## config.mk

```make
export PLATFORM = sky130hd
export DESIGN_NAME = tpcr_timer
export DESIGN_NICKNAME = d
export VERILOG_FILES = /design/src/hw/tpcr_pkg.sv /design/src/hw/tpcr_timer.sv
export SDC_FILE = /design/constraint.sdc
export NUM_CORES = 1
export LEC_CHECK = 0
export BUFFER_PORTS_ARGS = -buffer_cell sky130_fd_sc_hd__buf_2
export CORE_ASPECT_RATIO = 0.6
export CORE_MARGIN = 1.5
export CORE_UTILIZATION = 42
export CTS_CLUSTER_SIZE = 20
export DETAILED_ROUTE_END_ITERATION = 16
export PLACE_DENSITY = 0.62
export SLEW_MARGIN = 20
export SYNTH_ARGS = -nofsm -noshare
export SYNTH_HDL_FRONTEND = slang
export SYNTH_SLANG_ARGS = --single-unit
```

## constraint.sdc

```tcl
create_clock -name mclk -period 7.3 [get_ports mclk]
set_clock_uncertainty 0.05 [all_clocks]
set_input_delay 1.095 -clock mclk [delete_from_list [all_inputs] [get_ports mclk]]
set_output_delay 1.095 -clock mclk [all_outputs]
set_load 0.01 [all_outputs]
```

## src/hw/tpcr_pkg.sv

```systemverilog
// constants for the 8/16-bit timer/counter register block
// assumes an 8-bit cpu i/o bus with a 6-bit i/o address
package tpcr_pkg;

    // ------------------------------------------------------------
    // register addresses
    // ------------------------------------------------------------
    localparam logic [5:0] ADDR_CNT_HI = 6'h14;
    localparam logic [5:0] ADDR_CTRL_A = 6'h15;
    localparam logic [5:0] ADDR_PSC_CTRL = 6'h33;
    localparam logic [5:0] ADDR_FLAGS = 6'h38;
    localparam logic [5:0] ADDR_MASK = 6'h39;
    localparam logic [5:0] ADDR_CNT_LO = 6'h12;
    localparam logic [5:0] ADDR_CMP_A = 6'h13;
    localparam logic [5:0] ADDR_CMP_B = 6'h16;

    // ------------------------------------------------------------
    // field positions and writable masks
    // ------------------------------------------------------------
    localparam int SYNC_HOLD_POS = 4;
    localparam int PSR_POS = 3;
    localparam int CS_LSB = 0;
    localparam int WIDTH_POS = 7;
    localparam int CAPEN_POS = 6;
    localparam int CMPA_POS = 4;
    localparam int CMPB_POS = 3;
    localparam int OVF_POS = 1;
    localparam int CAP_POS = 0;
    localparam int NUM_SRC = 4;
    // irq_req/irq_ack index order: cap, ovf, cmp b, cmp a
    localparam int SRC_POS [NUM_SRC] = '{CAP_POS, OVF_POS, CMPB_POS, CMPA_POS};
    localparam logic [7:0] PSC_CTRL_BITS = 8'h1f;
    localparam logic [7:0] CTRL_A_BITS = 8'hc0;
    localparam logic [7:0] SRC_BITS = 8'h1b;
    localparam logic [7:0] REG_RESET = 8'h00;
    localparam logic [7:0] BYTE_ONES = 8'hff;
    localparam logic [15:0] WORD_ONES = 16'hffff;

    // ------------------------------------------------------------
    // clock select codes and prescaler taps
    // ------------------------------------------------------------
    localparam logic [2:0] CS_STOP = 3'h0;
    localparam logic [2:0] CS_DIV1 = 3'h1;
    localparam logic [2:0] CS_DIV8 = 3'h2;
    localparam logic [2:0] CS_DIV64 = 3'h3;
    localparam logic [2:0] CS_DIV256 = 3'h4;
    localparam logic [2:0] CS_DIV1024 = 3'h5;
    localparam logic [2:0] CS_EXT_FALL = 3'h6;
    localparam logic [2:0] CS_EXT_RISE = 3'h7;
    localparam int PSC_W = 10;
    localparam logic [PSC_W-1:0] TAP_DIV8 = 10'h007;
    localparam logic [PSC_W-1:0] TAP_DIV64 = 10'h03f;
    localparam logic [PSC_W-1:0] TAP_DIV256 = 10'h0ff;
    localparam logic [PSC_W-1:0] TAP_DIV1024 = 10'h3ff;

endpackage

```

## src/hw/tpcr_timer.sv

```systemverilog
// timer/counter with prescaler, 8/16-bit width and two compare registers
// assumes a cpu on an 8-bit i/o bus, single-cycle write/read strobes,
// and a cpu interrupt unit that pulses irq_ack when a vector runs
`timescale 1ns/1ns

module tpcr_timer
(
    input wire logic mclk, // 10 MHz system clock
    input wire logic sys_rst, // async reset, active high
    input wire logic [5:0] io_addr, // cpu i/o address
    input wire logic [7:0] io_wdata, // cpu write data
    input wire logic io_we, // write strobe, one cycle
    input wire logic io_re, // read strobe, one cycle
    output logic [7:0] io_rdata, // read data, valid cycle after io_re
    input wire logic external_count_pin, // external count source
    input wire logic global_irq_enable, // cpu global interrupt enable
    input wire logic capture_event, // capture trigger from front end
    input wire logic [3:0] irq_ack, // vector executed: cap, ovf, cmpb, cmpa
    output logic [3:0] irq_req // interrupt requests, same order
);

    // ------------------------------------------------------------
    // state
    // ------------------------------------------------------------
    logic [7:0] prescale_control;
    logic [7:0] width_control;
    logic [7:0] timer_irq_flags;
    logic [7:0] timer_irq_mask;
    logic [15:0] count;
    logic [7:0] compare_value_a;
    logic [7:0] compare_value_b;
    logic [7:0] temp_high;
    logic [tpcr_pkg::PSC_W-1:0] prescaler;
    logic ext_prev;
    logic match_block;

    // ------------------------------------------------------------
    // bus decode
    // ------------------------------------------------------------
    wire wr_cnt_lo = io_we && (io_addr == tpcr_pkg::ADDR_CNT_LO);
    wire wr_cnt_hi = io_we && (io_addr == tpcr_pkg::ADDR_CNT_HI);
    wire wr_cmp_a = io_we && (io_addr == tpcr_pkg::ADDR_CMP_A);
    wire wr_cmp_b = io_we && (io_addr == tpcr_pkg::ADDR_CMP_B);
    wire wr_ctrl_a = io_we && (io_addr == tpcr_pkg::ADDR_CTRL_A);
    wire wr_psc = io_we && (io_addr == tpcr_pkg::ADDR_PSC_CTRL);
    wire wr_flags = io_we && (io_addr == tpcr_pkg::ADDR_FLAGS);
    wire wr_mask = io_we && (io_addr == tpcr_pkg::ADDR_MASK);
    wire rd_cnt_lo = io_re && (io_addr == tpcr_pkg::ADDR_CNT_LO);
    wire rd_cmp_a = io_re && (io_addr == tpcr_pkg::ADDR_CMP_A);

    wire sync_hold = prescale_control[tpcr_pkg::SYNC_HOLD_POS];
    wire psc_reset = prescale_control[tpcr_pkg::PSR_POS];
    wire [2:0] clock_sel = prescale_control[tpcr_pkg::CS_LSB +: 3];
    // width select widens counter and compare
    wire wide = width_control[tpcr_pkg::WIDTH_POS];
    wire cap_mode = width_control[tpcr_pkg::CAPEN_POS];
    wire wide_cap = wide && cap_mode;

    // ------------------------------------------------------------
    // prescaler reset and control registers
    // ------------------------------------------------------------
    // hold keeps psr; otherwise it self-clears
    wire next_psr = wr_psc ? io_wdata[tpcr_pkg::PSR_POS] : (sync_hold && psc_reset);
    wire [7:0] next_psc_ctrl = wr_psc ? (io_wdata & tpcr_pkg::PSC_CTRL_BITS) : prescale_control;

    always_ff @(posedge mclk or posedge sys_rst)
    begin
        if (sys_rst)
        begin
            prescale_control <= tpcr_pkg::REG_RESET;
            width_control <= tpcr_pkg::REG_RESET;
            timer_irq_mask <= tpcr_pkg::REG_RESET;
        end
        else
        begin
            prescale_control <= next_psc_ctrl;
            prescale_control[tpcr_pkg::PSR_POS] <= next_psr;
            if (wr_ctrl_a)
                width_control <= io_wdata & tpcr_pkg::CTRL_A_BITS;
            if (wr_mask)
                timer_irq_mask <= io_wdata & tpcr_pkg::SRC_BITS;
        end
    end

    // ------------------------------------------------------------
    // clock source
    // ------------------------------------------------------------
    // prescaler held at zero while reset bit is set
    wire [tpcr_pkg::PSC_W-1:0] next_prescaler = psc_reset ? '0 : prescaler + 1'b1;
    // pin sampled directly, output direction does not gate it
    wire ext_fall = ext_prev && !external_count_pin;
    wire ext_rise = !ext_prev && external_count_pin;
    logic tick_sel;

    always_comb
    begin
        case (clock_sel)
            tpcr_pkg::CS_STOP: tick_sel = 1'b0;
            tpcr_pkg::CS_DIV1: tick_sel = 1'b1;
            tpcr_pkg::CS_DIV8: tick_sel = (prescaler & tpcr_pkg::TAP_DIV8) == tpcr_pkg::TAP_DIV8;
            tpcr_pkg::CS_DIV64: tick_sel = (prescaler & tpcr_pkg::TAP_DIV64) == tpcr_pkg::TAP_DIV64;
            tpcr_pkg::CS_DIV256: tick_sel = (prescaler & tpcr_pkg::TAP_DIV256) == tpcr_pkg::TAP_DIV256;
            tpcr_pkg::CS_DIV1024: tick_sel = (prescaler & tpcr_pkg::TAP_DIV1024) == tpcr_pkg::TAP_DIV1024;
            tpcr_pkg::CS_EXT_FALL: tick_sel = ext_fall;
            tpcr_pkg::CS_EXT_RISE: tick_sel = ext_rise;
            default: tick_sel = 1'b0;
        endcase
    end

    // no counting of any source while prescaler reset is held
    wire tick = tick_sel && !psc_reset;

    always_ff @(posedge mclk or posedge sys_rst)
    begin
        if (sys_rst)
        begin
            prescaler <= '0;
            ext_prev <= 1'b0;
        end
        else
        begin
            prescaler <= next_prescaler;
            ext_prev <= external_count_pin;
        end
    end

    // ------------------------------------------------------------
    // counter and compare registers
    // ------------------------------------------------------------
    wire [7:0] next_low = count[7:0] + 8'h01;
    wire [15:0] count_inc = count + 16'h0001;
    logic [15:0] next_count;

    // low write joins latched high byte; wrap at width
    always_comb
    begin
        next_count = count;
        if (wr_cnt_lo)
            next_count = wide ? {temp_high, io_wdata} : {count[15:8], io_wdata};
        else if (wr_cnt_hi && !wide)
            // low byte keeps counting so an 8-bit tick is never lost
            next_count = {io_wdata, tick ? next_low : count[7:0]};
        else if (tick)
            next_count = wide ? count_inc : {count[15:8], next_low};
    end

    // latch takes high writes and low-byte reads
    wire [7:0] next_temp = (wide && (wr_cnt_hi || wr_cmp_b)) ? io_wdata :
                           (wide && rd_cnt_lo) ? count[15:8] :
                           (wide_cap && rd_cmp_a) ? compare_value_b : temp_high;

    wire do_capture = cap_mode && capture_event;
    // 16-bit compare load takes high byte from the latch
    wire [7:0] next_cmp_a = do_capture ? count[7:0] : (wr_cmp_a ? io_wdata : compare_value_a);
    wire [7:0] next_cmp_b = (do_capture && wide) ? count[15:8] :
                            (wr_cmp_a && wide) ? temp_high :
                            (wr_cmp_b && !wide) ? io_wdata : compare_value_b;

    // cpu low-byte write blocks matching until the next tick passes
    wire next_block = wr_cnt_lo ? 1'b1 : (tick ? 1'b0 : match_block);

    always_ff @(posedge mclk or posedge sys_rst)
    begin
        if (sys_rst)
        begin
            count <= '0;
            temp_high <= tpcr_pkg::REG_RESET;
            compare_value_a <= tpcr_pkg::REG_RESET;
            compare_value_b <= tpcr_pkg::REG_RESET;
            match_block <= 1'b0;
        end
        else
        begin
            count <= next_count;
            temp_high <= next_temp;
            compare_value_a <= next_cmp_a;
            compare_value_b <= next_cmp_b;
            match_block <= next_block;
        end
    end

    // ------------------------------------------------------------
    // events and flags
    // ------------------------------------------------------------
    // compare a against low byte or the 16-bit pair
    wire match_a = wide ? (count == {compare_value_b, compare_value_a}) : (count[7:0] == compare_value_a);
    wire match_b = count[7:0] == compare_value_b;
    // all ones at selected width wraps on this tick
    wire at_top = wide ? (count == tpcr_pkg::WORD_ONES) : (count[7:0] == tpcr_pkg::BYTE_ONES);
    wire set_cmp_a = tick && match_a && !match_block && !cap_mode;
    wire set_cmp_b = tick && match_b && !match_block && !wide;
    wire set_ovf = tick && at_top;
    wire set_cap = do_capture;

    logic [7:0] set_vec;
    logic [7:0] ack_vec;

    always_comb
    begin
        set_vec = '0;
        ack_vec = '0;
        set_vec[tpcr_pkg::CMPA_POS] = set_cmp_a;
        set_vec[tpcr_pkg::CMPB_POS] = set_cmp_b;
        set_vec[tpcr_pkg::OVF_POS] = set_ovf;
        set_vec[tpcr_pkg::CAP_POS] = set_cap;
        for (int i = 0; i < tpcr_pkg::NUM_SRC; i++)
            ack_vec[tpcr_pkg::SRC_POS[i]] = irq_ack[i];
    end

    // write-one or vector clears; a same-cycle event wins
    wire [7:0] clr_vec = (wr_flags ? io_wdata : 8'h00) | ack_vec;
    wire [7:0] next_flags = ((timer_irq_flags & ~clr_vec) | set_vec) & tpcr_pkg::SRC_BITS;

    always_ff @(posedge mclk or posedge sys_rst)
    begin
        if (sys_rst)
            timer_irq_flags <= tpcr_pkg::REG_RESET;
        else
            timer_irq_flags <= next_flags;
    end

    // request only when enable, global enable and flag agree
    generate
        for (genvar g = 0; g < tpcr_pkg::NUM_SRC; g++)
        begin : g_req
            always_ff @(posedge mclk or posedge sys_rst)
            begin
                if (sys_rst)
                    irq_req[g] <= 1'b0;
                else
                    irq_req[g] <= global_irq_enable && timer_irq_mask[tpcr_pkg::SRC_POS[g]]
                                  && next_flags[tpcr_pkg::SRC_POS[g]];
            end
        end
    endgenerate

    // ------------------------------------------------------------
    // read path
    // ------------------------------------------------------------
    logic [7:0] read_mux;

    // compare b reads direct unless it is the capture high byte
    always_comb
    begin
        case (io_addr)
            tpcr_pkg::ADDR_CNT_LO: read_mux = count[7:0];
            tpcr_pkg::ADDR_CNT_HI: read_mux = wide ? temp_high : count[15:8];
            tpcr_pkg::ADDR_CMP_A: read_mux = compare_value_a;
            tpcr_pkg::ADDR_CMP_B: read_mux = wide_cap ? temp_high : compare_value_b;
            tpcr_pkg::ADDR_CTRL_A: read_mux = width_control;
            tpcr_pkg::ADDR_PSC_CTRL: read_mux = prescale_control;
            tpcr_pkg::ADDR_FLAGS: read_mux = timer_irq_flags;
            tpcr_pkg::ADDR_MASK: read_mux = timer_irq_mask;
            default: read_mux = 8'h00;
        endcase
    end

    always_ff @(posedge mclk or posedge sys_rst)
    begin
        if (sys_rst)
            io_rdata <= 8'h00;
        else if (io_re)
            io_rdata <= read_mux;
    end
endmodule // tpcr_timer

```

# Word-level counts from Yosys, hierarchy flattened
# Cells that the tools add are included.
# W data, S select, Z words.
[classes]
n_addsub = 3
eq_ne = 26
n_mux = 25
n_bitwise = 4
n_reduce_logical = 52
[ops]
columns = ["op", "n"]
rows = [
  ["$mux W8", 11],
  ["$mux W16", 5],
  ["$pmux W8 S8", 1],
  ["$logic_and A1 B1 Y1", 38],
  ["$eq A6 B5 Y1 const B", 5],
  ["$eq A6 B6 Y1 const B", 4],
  ["$add A16 B1 Y16 const B", 1],
  ["$eq A16 B16 Y1", 1],
  ["$eq A16 B16 Y1 const B", 1],
  ["$eq A8 B8 Y1", 2],
  ["$eq A8 B8 Y1 const B", 2],
  ["$eq A3 B3 Y1 const B", 5],
  ["$add A10 B1 Y10 const B", 1],
  ["$eq A10 B10 Y1 const B", 1],
  ["$mux W10", 1],
  ["$or A5 B5 Y5", 2],
  ["$reduce_bool A3 Y1", 3],
  ["$add A8 B1 Y8 const B", 1],
  ["$pmux W1 S8", 1],
  ["$eq A3 B2 Y1 const B", 2],
  ["$logic_not A1 Y1", 6],
  ["$and A5 B5 Y5", 1],
  ["$mux W1", 5],
  ["$mux W5", 1],
  ["other kinds (8)", 9],
]
[word_totals]
register_bits = 79
in_bits = 25
output_inout_bits = 12
word_cells = 128

# Longest topological paths before layout
# Gate-level depths: netlist of run 1.
[logic_depth]
depth_word = 9
depth_mapped = 8
ltp_nobuf = 6

# Worst setup path before layout of run 1
# Ideal clock, no wire load.
[synth_timing]
kind = "input to register"
from = "input port io_we"
to = "register count[10]"
setup_time_ns = 0.128
arrival_time_ns = 2.477
required_ns = 7.122
slack_ns = 4.645
cell_stages = 6
n_path_buf = 2
path_cell_list = "buf_2 -> inv_1 -> or3_1 -> buf_2 -> a31oi_4 -> mux2_1"
[synth_between]
elab_chain_cells = 4
elab_cells_between_ends = 9
cone_classes = "eq/ne: 2; mux: 2; reduce/logical: 5"
[synth_lines]
columns = ["item", "line_no", "text"]
rows = [
  ["start, declared", "tpcr_timer.sv:12", "input wire logic io_we,"],
  ["$logic_and A1 B1 Y1", "tpcr_timer.sv:41", "wire wr_cnt_hi = io_we && (io_addr == tpcr_pkg::ADDR_CNT_HI);"],
  ["$logic_and A1 B1 Y1", "tpcr_timer.sv:140", "else if (wr_cnt_hi && !wide)"],
  ["$ne A3 B2 Y1 (no source line), or another cell as far along", "n/a", ""],
  ["$reduce_and A3 Y1 (no source line) or $mux W16 (tied branches)", "n/a", ""],
  ["end signal, assigned", "tpcr_timer.sv:174", "count <= next_count;"],
  ["end, declared", "tpcr_timer.sv:29", "logic [15:0] count;"],
]
# Parallel ways exist; a longest one is shown, timed or not.
# A chain may end at the register's enable or synchronous reset.

# Worst setup path in the final report of run 1
[layout_timing]
from = "input port external_count_pin"
to = "register count[10]"
[layout_between]
elab_chain_cells = 6
elab_cells_between_ends = 8
cone_classes = "eq/ne: 1; mux: 1; reduce/logical: 6"
[layout_lines]
columns = ["item", "line_no", "text"]
rows = [
  ["start, declared", "tpcr_timer.sv:15", "input wire logic external_count_pin,"],
  ["$logic_not A1 Y1", "tpcr_timer.sv:91", "wire ext_fall = ext_prev && !external_count_pin;"],
  ["$logic_and A1 B1 Y1", "tpcr_timer.sv:91", ""],
  ["$pmux W1 S8 *", "tpcr_timer.sv:97", "case (clock_sel)"],
  ["$logic_and A1 B1 Y1 *", "tpcr_timer.sv:111", "wire tick = tick_sel && !psc_reset;"],
  ["$ne A3 B2 Y1 (no source line) or $reduce_bool A3 Y1 (tied branches)", "n/a", ""],
  ["$reduce_and A3 Y1 (no source line) *", "n/a", ""],
]
# Every way passes the cells marked *; elsewhere a longest branch is shown, timed or not.

==> key figures, run 1 <==
Outcome
  – Outcome: finished clean

Timing
  – Max Transition Viols Final: 0
  – Setup TNS Final: 0 ns
  – Final Hold Fails: 0
  – Worst relative slew slack: 27.0%
  – RSZ-0062 raised after global routing: no
  – Period Utilization, post-route: 42.8%
  – Worst-Margin Slew: 1.09 ns
  – Max Clock Freq: 0.320 GHz
  – Hold_ws: 0.430 ns
  – Final setup fails: 0
  – Min Tclk post-route: 3.12 ns

Placement
  – Hpwl dp: 11300 um
  – IO Port Bufs: 36
  – Final GP Congestion: 0.961

Yosys
  – Area leader, netlist: dfrtp_1
  – Share of Yosys cell area claimed by the top area cell type: 39.4%
  – Sequential-to-total area share from yosys stat: 39.4%
  – Count of cell types in the netlist: 73
  – YS warnings: 0
  – Largest family of logic cells by synthesized area: compound AO/OA/AOI/OAI gates
  – Syn nets: 559
  – Yosys reg bits: 79
  – XOR/XNOR share of the synthesized area: 5.58%
  – Dominant synthesized flop cell: dfrtp_1
  – Most common cell in the netlist: dfrtp_1
  – Average cell area after synthesis: 9.45 um2
  – Leading cell types by count after synthesis: dfrtp_1 (79), nand2_1 (48), nor2_1 (32)
  – Post-Synth Adder-Cell Area: 0.748%
  – Compound-gate portion of the synthesized area: 20.5%
  – Mux cell area share after synthesis: 9.97%
  – Simple logic cell fraction of the synthesized area: 18.5%
  – EDFF count, synth: 0
  – Cells after Synth: 531
  – Synth top area cells: dfrtp_1 (39%), mux2_2 (5.2%), mux2i_1 (4.6%), xor2_1 (3.8%), nand2_1 (3.6%)
  – Fraction of registers with async set/reset: 100%
  – Synthesized area: 5020 um2

Clocking
  – Clk buf depth: 2
  – H-tree lvl count: 3
  – CTS tree: yes
  – Clk root buf: clkbuf_16
  – Clock sinks: 79
  – Clock-pin slew on the worst setup and hold paths: 0.07 ns
  – Worst-Skew Late Latency: 0.35 ns
  – Post-cts sizing count: 0
  – Hold_buf cts: 0
  – Setup bufs post-CTS: 0
  – CTS Buf Count: 9

Power
  – LEAKAGE: 2.23 nW
  – Maximum vdd ir drop: 0.120 mV
  – Power density cells: 290 nW/um2

Final layout
  – Nets: 570
  – Syn-to-layout area delta: 10.4%
  – Antenna diode count: 0
  – Share of cells above drive strength 1: 17.4%
  – Final-layout fill cell count: 1115

Detailed routing
  – WL met3: 2160 um
  – DRC: 0
  – Routed Antenna Nets: 0
  – Number of detailed-route iterations in the first pass: 6
  – Vias per cell: 6.38
  – DR WL/cell: 22.7 um
  – Initial DRC count: 747
  – Top sig layer: met4
  – Vias: 4511
  – Met2 WL: 6200 um
  – DRT met1 WL: 7400 um
  – Final wirelength: 16100 um

Min path
  – Hold Crit Depth: 1
  – Hold crit path type: flop to flop

Floorplanning
  – Initial Util: 43.7%
  – Die Ht: 87.7 um
  – Chip width: 144 um
  – Die ar.: 12600 um2
  – Io pins: 37
  – Core Region: 11500 um2
  – FP Rows: 30

GRT
  – Initial antenna violation count: 0
  – First-pass GRT wire length: 24500 um
  – Largest net degree at the start of global routing: 80
  – GR Overflow Total: 0
  – Vias in the first global route: 4151
  – GRT Total Usage: 26.5%

Setup path
  – Critical Path End Type: flop
  – CP arrival: 3.30 ns
  – CP max stage delay: 0.82 ns
  – Max FO, Critical Path: 20
  – Critical Path RT: 7.48 ns
  – FF-to-FF path depth: 6
  – Crit path cell chain: buf_2 -> and4b_1 -> a2111o_1 -> a32oi_2 -> a31oi_4 -> mux2_1
  – Crit start category: input pin
  – WS Path Type: input pin to flop
  – Slowest CP cell: a32oi_2

Flow run
  – Max_cap viols: 0
-- where the power goes --
| group | total, mW | switching (mW) | internal, mW |
|---|---|---|---|
| logic | 0.413 | 0.210 | 0.202 |
| clock network | 0.439 | 0.201 | 0.237 |
| registers | 0.757 | 0.217 | 0.540 |
| total | 1.61 | 0.629 | 0.980 |
-- layout make-up --
class	instances	area [um2]	share of cell area, %
clock buffer	9	225	4.07
clock inverter	7	61.3	1.11
inverter	18	68.8	1.24
multi-input combinational	394	2790	50.4
sequential	79	1980	35.7
tap	160	200	3.61
timing repair buffer	40	214	3.86
-- through the flow --
stage,setup WS (ns),area [um2],util [%],power [mW],instances
final,4.18,5540,48.2,1.61,707
after global routing,4.03,5540,48.2,1.69,707
after global placement,3.90,5240,45.6,1.14,691
after detailed placement,3.85,5240,45.6,1.15,691
after CTS,4.21,5530,48.1,1.60,707
after floorplan,4.13,5020,-,1.03,531
-- critical path, delay by kind of cell --
family,cells,cell delay [ns]
multiplexers,1,0.40
AO/OA/AOI/OAI,3,1.53
buffers and inverters,1,0.11
AND/OR/NAND/NOR,1,0.16
-- per-layer routing --
| layer | vias to the layer above | GRT usage [%] |
|---|---|---|
| li1 | 1995 | - |
| met1 | 2210 | 39.6 |
| met2 | 277 | 34.3 |
| met3 | 29 | 9.73 |
| met4 | 0 | 9.09 |
| met5 | - | 0 |
-- logic make-up after synthesis --
logic type / count (synthesis)
buffers and inverters: 58
DFF: 79
adders and majority gates: 3
and+or+nand+nor: 171
AOI/OAI and AO/OA: 141
xor gates and xnor gates: 32
muxes: 47
-- flip-flops by register name (all words and copies together), names as in the netlist, 5 cells and up --
signal,count
compare_value_a,8
prescaler,10
io_rdata,8
compare_value_b,8
prescale_control,5
temp_high,8
count,16
-- worst paths after layout --
kind	start	to	slack (ns)
min in group asynchronous	sys_rst	count[10]$_DFFE_PP0P_	0.86
setup reg to reg	prescaler[0]$_DFF_PP0_	count[10]$_DFFE_PP0P_	4.37
hold / removal	prescaler[0]$_DFF_PP0_	prescaler[0]$_DFF_PP0_	0.43
max in group asynchronous	sys_rst	temp_high[2]$_DFFE_PP0P_	5.80
setup / recovery	external_count_pin	count[10]$_DFFE_PP0P_	4.18
hold reg to reg	prescaler[0]$_DFF_PP0_	prescaler[0]$_DFF_PP0_	0.43
-- layout by cell type (no fill, tap or decap), types with 4 or more instances in the layout --
cell       count
dfrtp_1       79
nand2_1       48
buf_2         36
nor2_1        32
o21ai_0       31
mux2i_1       23
mux2_2        23
xor2_1        22
inv_1         17
a22oi_1       17
a21oi_1       15
nand3_1       14
nand4_1       13
xnor2_1       10
clkbuf_16      9
a31oi_1        8
a2bb2oi_1      8
nor4_1         7
o22ai_1        7
nor2b_1        6
and3_1         6
nand2b_1       5
or3_1          5
or4_1          5
a222oi_1       5
nor3_1         4
nor3_2         4
o21ai_1        4
a221o_1        4
a41oi_1        4
(Power assumes the default switching activity.)
==> inputs of run 2 (changes only) <==
clock period = 3.17 ns   (was 7.3 ns; I/O delays follow)
==> run 2 against run 1 <==
Compared with the run above: via count increased by 0.69%; die area unchanged; first-iteration DRC count decreased by 41%; clock power increased by 150%; count of clock-buffer cells in the layout unchanged; largest power group unchanged; largest cell class unchanged; global-route usage increased by 1.1 points.
==> key figures, run 2 (synthesis gave the netlist of run 1 again) <==
Clocking
  – Clk root buf: clkbuf_16
  – Clock sinks: 79 (unchanged)
  – H-tree lvl count: 3 (unchanged)
  – Clk buf depth: 2 (unchanged)
  – Post-cts sizing count: 0 (unchanged)
  – Clock-pin slew on the worst setup and hold paths: 0.07 ns (about the same)
  – CTS tree: yes
  – Setup bufs post-CTS: 0 (unchanged)
  – Hold_buf cts: 0 (unchanged)
  – Worst-Skew Late Latency: 0.35 ns (about the same)
  – CTS Buf Count: 9 (unchanged)

Floorplanning
  – Io pins: 37 (unchanged)
  – Initial Util: 43.7% (unchanged)
  – Die Ht: 87.7 um (unchanged)
  – Chip width: 144 um (unchanged)
  – FP Rows: 30 (unchanged)
  – Die ar.: 12600 um2 (unchanged)
  – Core Region: 11500 um2 (unchanged)

Setup path
  – WS Path Type: flop to flop
  – Critical Path End Type: flop
  – Crit path cell chain: inv_1 -> o211a_1 -> o311ai_0 -> o21a_1
  – Max FO, Critical Path: 16 (-20%)
  – Slowest CP cell: o311ai_0
  – CP max stage delay: 0.86 ns (+0.04 ns)
  – Critical Path RT: 3.41 ns (-4.07 ns)
  – CP arrival: 2.82 ns (-0.48 ns)
  – Crit start category: flop

Timing
  – Max Clock Freq: 0.387 GHz
  – Post-route setup slack: 0.587 ns (-3.59 ns)
  – RSZ-0062 raised after global routing: no
  – Setup TNS Final: 0 ns (unchanged)
  – Final Hold Fails: 0 (unchanged)
  – Max Transition Viols Final: 0 (unchanged)
  – Period Utilization, post-route: 81.5%
  – Min Tclk post-route: 2.58 ns
  – Worst-Margin Slew: 1.01 ns (-0.0825 ns)
  – Worst relative slew slack: 32.0% (+5.0 points)
  – Final setup fails: 0 (unchanged)

Detailed routing
  – Number of detailed-route iterations in the first pass: 5 (-1)
  – Vias: 4542 (+0.69%)
  – Final wirelength: 16600 um (+3.2%)
  – Routed Antenna Nets: 0 (unchanged)
  – DR WL/cell: 22.9 um (+0.90%)
  – Vias per cell: 6.28 (-1.5%)
  – Initial DRC count: 440 (-41%)
  – DRC: 0 (unchanged)

Final layout
  – Area occupied by multi-input gates: 2780 um2 (-0.40%)
  – Number of flip-flops in the largest register: 16 (unchanged)
  – Nets: 586 (+2.8%)
  – Commonest non-fill, non-tap cell in the layout: dfrtp_1
  – Largest reg by FF count: count
  – Regs by FF count: count (16), prescaler (10)
  – Share of cells above drive strength 1: 19.5% (+2.2 points)
  – Antenna diode count: 0 (unchanged)
  – Syn-to-layout area delta: 12.8%
  – Final instance area: 5660 um2 (+2.2%)
  – Final-layout fill cell count: 1117 (+0.18%)
  – FF/Latch Area: 1980 um2 (unchanged)
  – Commonest non-fill, non-tap cells in the layout: dfrtp_1 (79), nand2_1 (48), buf_2 (36), nor2_1 (32), o21ai_0 (31)

Power
  – Maximum vdd ir drop: 0.312 mV (+160%)
  – LEAKAGE: 2.31 nW (+3.3%)
  – Power density cells: 674 nW/um2 (+130%)
  – Final Power: 3.81 mW (+140%)

Outcome
  – Outcome: finished clean

GRT
  – GR Overflow Total: 0 (unchanged)
  – Initial antenna violation count: 0 (unchanged)
  – GRT Total Usage: 27.6% (+1.1 points)
  – Largest net degree at the start of global routing: 37 (-54%)
  – First-pass GRT wire length: 25300 um (+3.0%)
  – Vias in the first global route: 4321 (+4.1%)

Placement
  – Hpwl dp: 12200 um (+7.6%)
  – Final GP Congestion: 1.06 (+10%)
  – IO Port Bufs: 36 (unchanged)
  – DP Area: 5360 um2 (+2.2%)
  – Setup WS pre-CTS: 0.540 ns (-3.31 ns)

Flow run
  – Max_cap viols: 0 (unchanged)

Min path
  – Hold crit path type: input pin to async pin
run 2: final timing paths:
| kind | start | slack, ns | end | cells past startpoint |
|---|---|---|---|---|
| setup / recovery | width_control[7]$_DFFE_PP0P_ | 0.59 | io_rdata[5]$_DFFE_PP0P_ | 4 |
| hold / removal | sys_rst | 0.16 | count[8]$_DFFE_PP0P_ | 2 |
| setup reg to reg | width_control[7]$_DFFE_PP0P_ | 0.59 | io_rdata[5]$_DFFE_PP0P_ | 4 |
| hold reg to reg | prescaler[0]$_DFF_PP0_ | 0.43 | prescaler[0]$_DFF_PP0_ | 1 |
| max in group asynchronous | sys_rst | 2.16 | compare_value_b[2]$_DFFE_PP0P_ | 3 |
| min in group mclk | external_count_pin | 0.22 | ext_prev$_DFF_PP0_ | 1 |
run 2: worst max-delay path: cells and delay by family (launching register included):
kind | cells | cell delay [ns]
compound gates | 3 | 1.30
buf+inv | 1 | 0.45
flops | 1 | 0.72
run 2: metal layers:
layer  share of wire [%]  track usage, %
met1                  47            41.3
met2                  38            35.4
met3                  13            11.5
met4                 2.3            8.35
met5                   0               0
run 2: final cells by class:
type                       count  share of cell area (%)
multi-input combinational    394                    49.1
sequential                    79                    34.9
timing repair buffer          56                    5.83
clock buffer                   9                    3.98
tap                          160                    3.54
clock inverter                 7                    1.39
inverter                      18                    1.22
run 2: metrics by stage:
stage          hold WS, ns  std cells  utilization, %
2_1_floorplan        0.396        531               -
3_5_place_dp         0.421        707            46.6
4_1_cts              0.176        723            49.3
5_1_grt              0.207        723            49.3
6_report             0.160        723            49.3
3_3_place_gp         0.413        707            46.6
run 2: power breakdown:
group	switching, mW	internal [mW]	total [mW]
Combinational	0.518	0.485	1.00
Sequential	0.490	1.24	1.73
Clock	0.458	0.620	1.08
==> inputs of run 3 (changes only) <==
PLACE_DENSITY = 0.64   (was 0.62)
clock period = 2.25 ns   (was 3.17 ns; I/O delays follow)
==> run 3 against run 2 <==
Compared with the run above: sequential cell count stayed put; fmax is 18% higher; utilization is 3.5 points higher; via count is 6.1% higher; first-iteration DRC count is 46% higher.
==> key figures, run 3 (synthesis gave the netlist of run 1 again) <==
Outcome
  – Outcome: finished clean

Floorplanning
  – Chip width: 144 um (unchanged)
  – Initial Util: 43.7% (unchanged)
  – Die Ht: 87.7 um (unchanged)
  – FP Rows: 30 (unchanged)
  – Core Region: 11500 um2 (unchanged)
  – Die ar.: 12600 um2 (unchanged)
  – Io pins: 37 (unchanged)

Min path
  – Hold wc startpoint: external_count_pin
  – Hold Crit Depth: 1
  – Hold crit path type: input pin to flop

Final layout
  – Commonest non-fill, non-tap cells in the layout: dfrtp_1 (79), buf_4 (59), nand2_1 (48), buf_2 (36), nor2_1 (31)
  – Non-filler cells, final: 766 (+5.9%)
  – Regs by FF count: count (16), prescaler (10)
  – Largest reg by FF count: count
  – Antenna diode count: 0 (unchanged)
  – Syn-to-layout area delta: 20.9%
  – Share of cells above drive strength 1: 26.1% (+6.5 points)
  – Final-layout fill cell count: 1051 (-5.9%)
  – Number of flip-flops in the largest register: 16 (unchanged)
  – Commonest non-fill, non-tap cell in the layout: dfrtp_1
  – Nets: 629 (+7.3%)

Setup path
  – FF-to-FF path depth: 7 (+3)
  – WS Path Type: flop to flop
  – CP max stage delay: 0.42 ns (-0.44 ns)
  – Critical Path End Type: flop
  – Crit path cell chain: ha_4 -> ha_4 -> a2111o_1 -> a32oi_2 -> buf_12 -> a31oi_4 -> a221o_1
  – CP arrival: 2.35 ns (-0.47 ns)
  – Slowest CP cell: dfrtp_1
  – Worst r2r src: prescaler[0]$_DFF_PP0_
  – Most numerous cell on the critical path: ha_4
  – Max FO, Critical Path: 6 (-10)
  – Crit path depth: 7 (+3)
  – Crit start category: flop
  – Crit path max-delay family: compound AO/OA/AOI/OAI gates
  – CP bufs+invs: 1 (unchanged)
  – CP startpoint: prescaler[0]$_DFF_PP0_
  – Critical Path RT: 2.42 ns (-0.99 ns)

Placement
  – Inst Count DP: 742 (+5.0%)
  – IO Port Bufs: 36 (unchanged)
  – Hpwl dp: 12500 um (+2.3%)
  – Setup WS pre-CTS: -0.00684 ns (-0.547 ns)
  – Final GP Congestion: 1.06 (-0.54%)

Clocking
  – Clock-pin slew on the worst setup and hold paths: 0.07 ns (about the same)
  – H-tree lvl count: 3 (unchanged)
  – Clock sinks: 79 (unchanged)
  – CTS tree: yes
  – CTS Buf Count: 9 (unchanged)
  – Clk root buf: clkbuf_16
  – Clk buf depth: 2 (unchanged)
  – Worst-Skew Late Latency: 0.34 ns (about the same)

Detailed routing
  – Met2 WL: 6590 um (+5.7%)
  – DRT met1 WL: 7850 um (-0.11%)
  – Top sig layer: met4
  – DRC: 0 (unchanged)
  – Vias: 4817 (+6.1%)
  – Vias per cell: 6.29 (+0.10%)
  – Routed Antenna Nets: 0 (unchanged)
  – Number of detailed-route iterations in the first pass: 6 (+1)
  – WL met3: 2330 um (+10%)
  – DR WL/cell: 22.2 um (-3.1%)
  – Initial DRC count: 642 (+46%)
  – Final wirelength: 17000 um (+2.7%)

Power
  – Maximum vdd ir drop: 0.486 mV (+56%)
  – Reg power frac: 41.6% (-3.8 points)
  – Switching power: 2.14 mW (+46%)
  – LEAKAGE: 2.53 nW (+9.6%)
  – Comb power frac: 31.9% (+5.6 points)
  – Clk network pwr share: 26.6% (-1.7 points)
  – Internal power: 3.50 mW (+49%)
  – Switching share of power: 38.0% (-0.45 points)
  – Power density cells: 930 nW/um2 (+38%)

Timing
  – Final Hold Fails: 0 (unchanged)
  – Final setup fails: 0 (unchanged)
  – Max Clock Freq: 0.458 GHz (+18%)
  – Worst-Margin Slew: 0.486 ns (-0.521 ns)
  – Min Tclk post-route: 2.18 ns (-0.402 ns)
  – Post-route setup slack: 0.0686 ns (-0.518 ns)
  – Worst relative slew slack: 67.5% (+35 points)
  – Max Transition Viols Final: 0 (unchanged)
  – Period Utilization, post-route: 96.9% (+15 points)
  – RSZ-0062 raised after global routing: yes

GRT
  – First-pass GRT wire length: 26700 um (+5.6%)
  – Vias in the first global route: 4619 (+6.9%)
  – Largest net degree at the start of global routing: 67 (+81%)
  – GR Overflow Total: 0 (unchanged)
  – Initial antenna violation count: 0 (unchanged)
  – GRT Total Usage: 28.7% (+1.1 points)

Flow run
  – Max_cap viols: 0 (unchanged)
[run 3: per-layer routing]
metal	vias to the layer above	GRT usage, %
met2	297	37.7
met5	-	0
met4	0	7.42
met1	2372	43.0
met3	29	11.4
li1	2119	-
[run 3: path summary, 6_finish.rpt]
path / to / slack [ns]
worst max register to register: count[13]$_DFFE_PP0P_ / 0.07
worst min register to register: io_rdata[5]$_DFFE_PP0P_ / 0.45
max in group asynchronous: width_control[6]$_DFFE_PP0P_ / 1.04
worst min-delay path: ext_prev$_DFF_PP0_ / 0.07
min in group asynchronous: count[2]$_DFFE_PP0P_ / 0.46
worst max-delay path: count[13]$_DFFE_PP0P_ / 0.07
[run 3: area by class of cell]
| type | instances | area, um2 | share of cell area [%] |
|---|---|---|---|
| Timing Repair Buffer | 99 | 693 | 11.4 |
| Tap cell | 160 | 200 | 3.30 |
| Inverter | 18 | 71.3 | 1.18 |
| Sequential cell | 79 | 1980 | 32.6 |
| Multi-Input combinational cell | 394 | 2820 | 46.5 |
| Clock buffer | 9 | 225 | 3.71 |
| Clock inverter | 7 | 78.8 | 1.30 |
[run 3: timing repair]
item | 4_1_cts | 5_1_grt
pin swaps | 1 | 5
hold buffers | 1 | 0
setup buffers | 3 | 4
endpoints found under the setup margin | 7 | 14
resized for setup | 0 | 9
hold endpoints to repair | 13 | 0
[run 3: power by group through the flow]
stage          clock network (mW)  registers, mW  logic, mW
2_1_floorplan                   0           1.99       1.35
3_3_place_gp                    0           2.31       1.61
3_5_place_dp                    0           2.32       1.66
4_1_cts                      1.53           2.31       1.69
5_1_grt                      1.59           2.38       1.96
6_report                     1.50           2.35       1.80
[run 3: stage by stage]
step	util (%)	total power [mW]	cell area [um2]	hold slack [ns]	setup TNS, ns
after floorplan	-	3.34	5020	0.319	0
after global placement	49.3	3.91	5660	0.268	0
after detailed placement	49.3	3.98	5660	0.276	-0.00684
after CTS	52.2	5.53	6000	0.0614	0
after global routing	52.8	5.93	6070	0.0773	-0.0115
final	52.8	5.64	6070	0.0709	0
[run 3: worst reg2reg max path: cells and delay by family (launching register included)]
| kind | cells | cell delay (ns) |
|---|---|---|
| DFF | 1 | 0.42 |
| AOI/OAI and AO/OA | 4 | 1.10 |
| buffers and inverters | 1 | 0.16 |
| adders and majority gates | 2 | 0.34 |
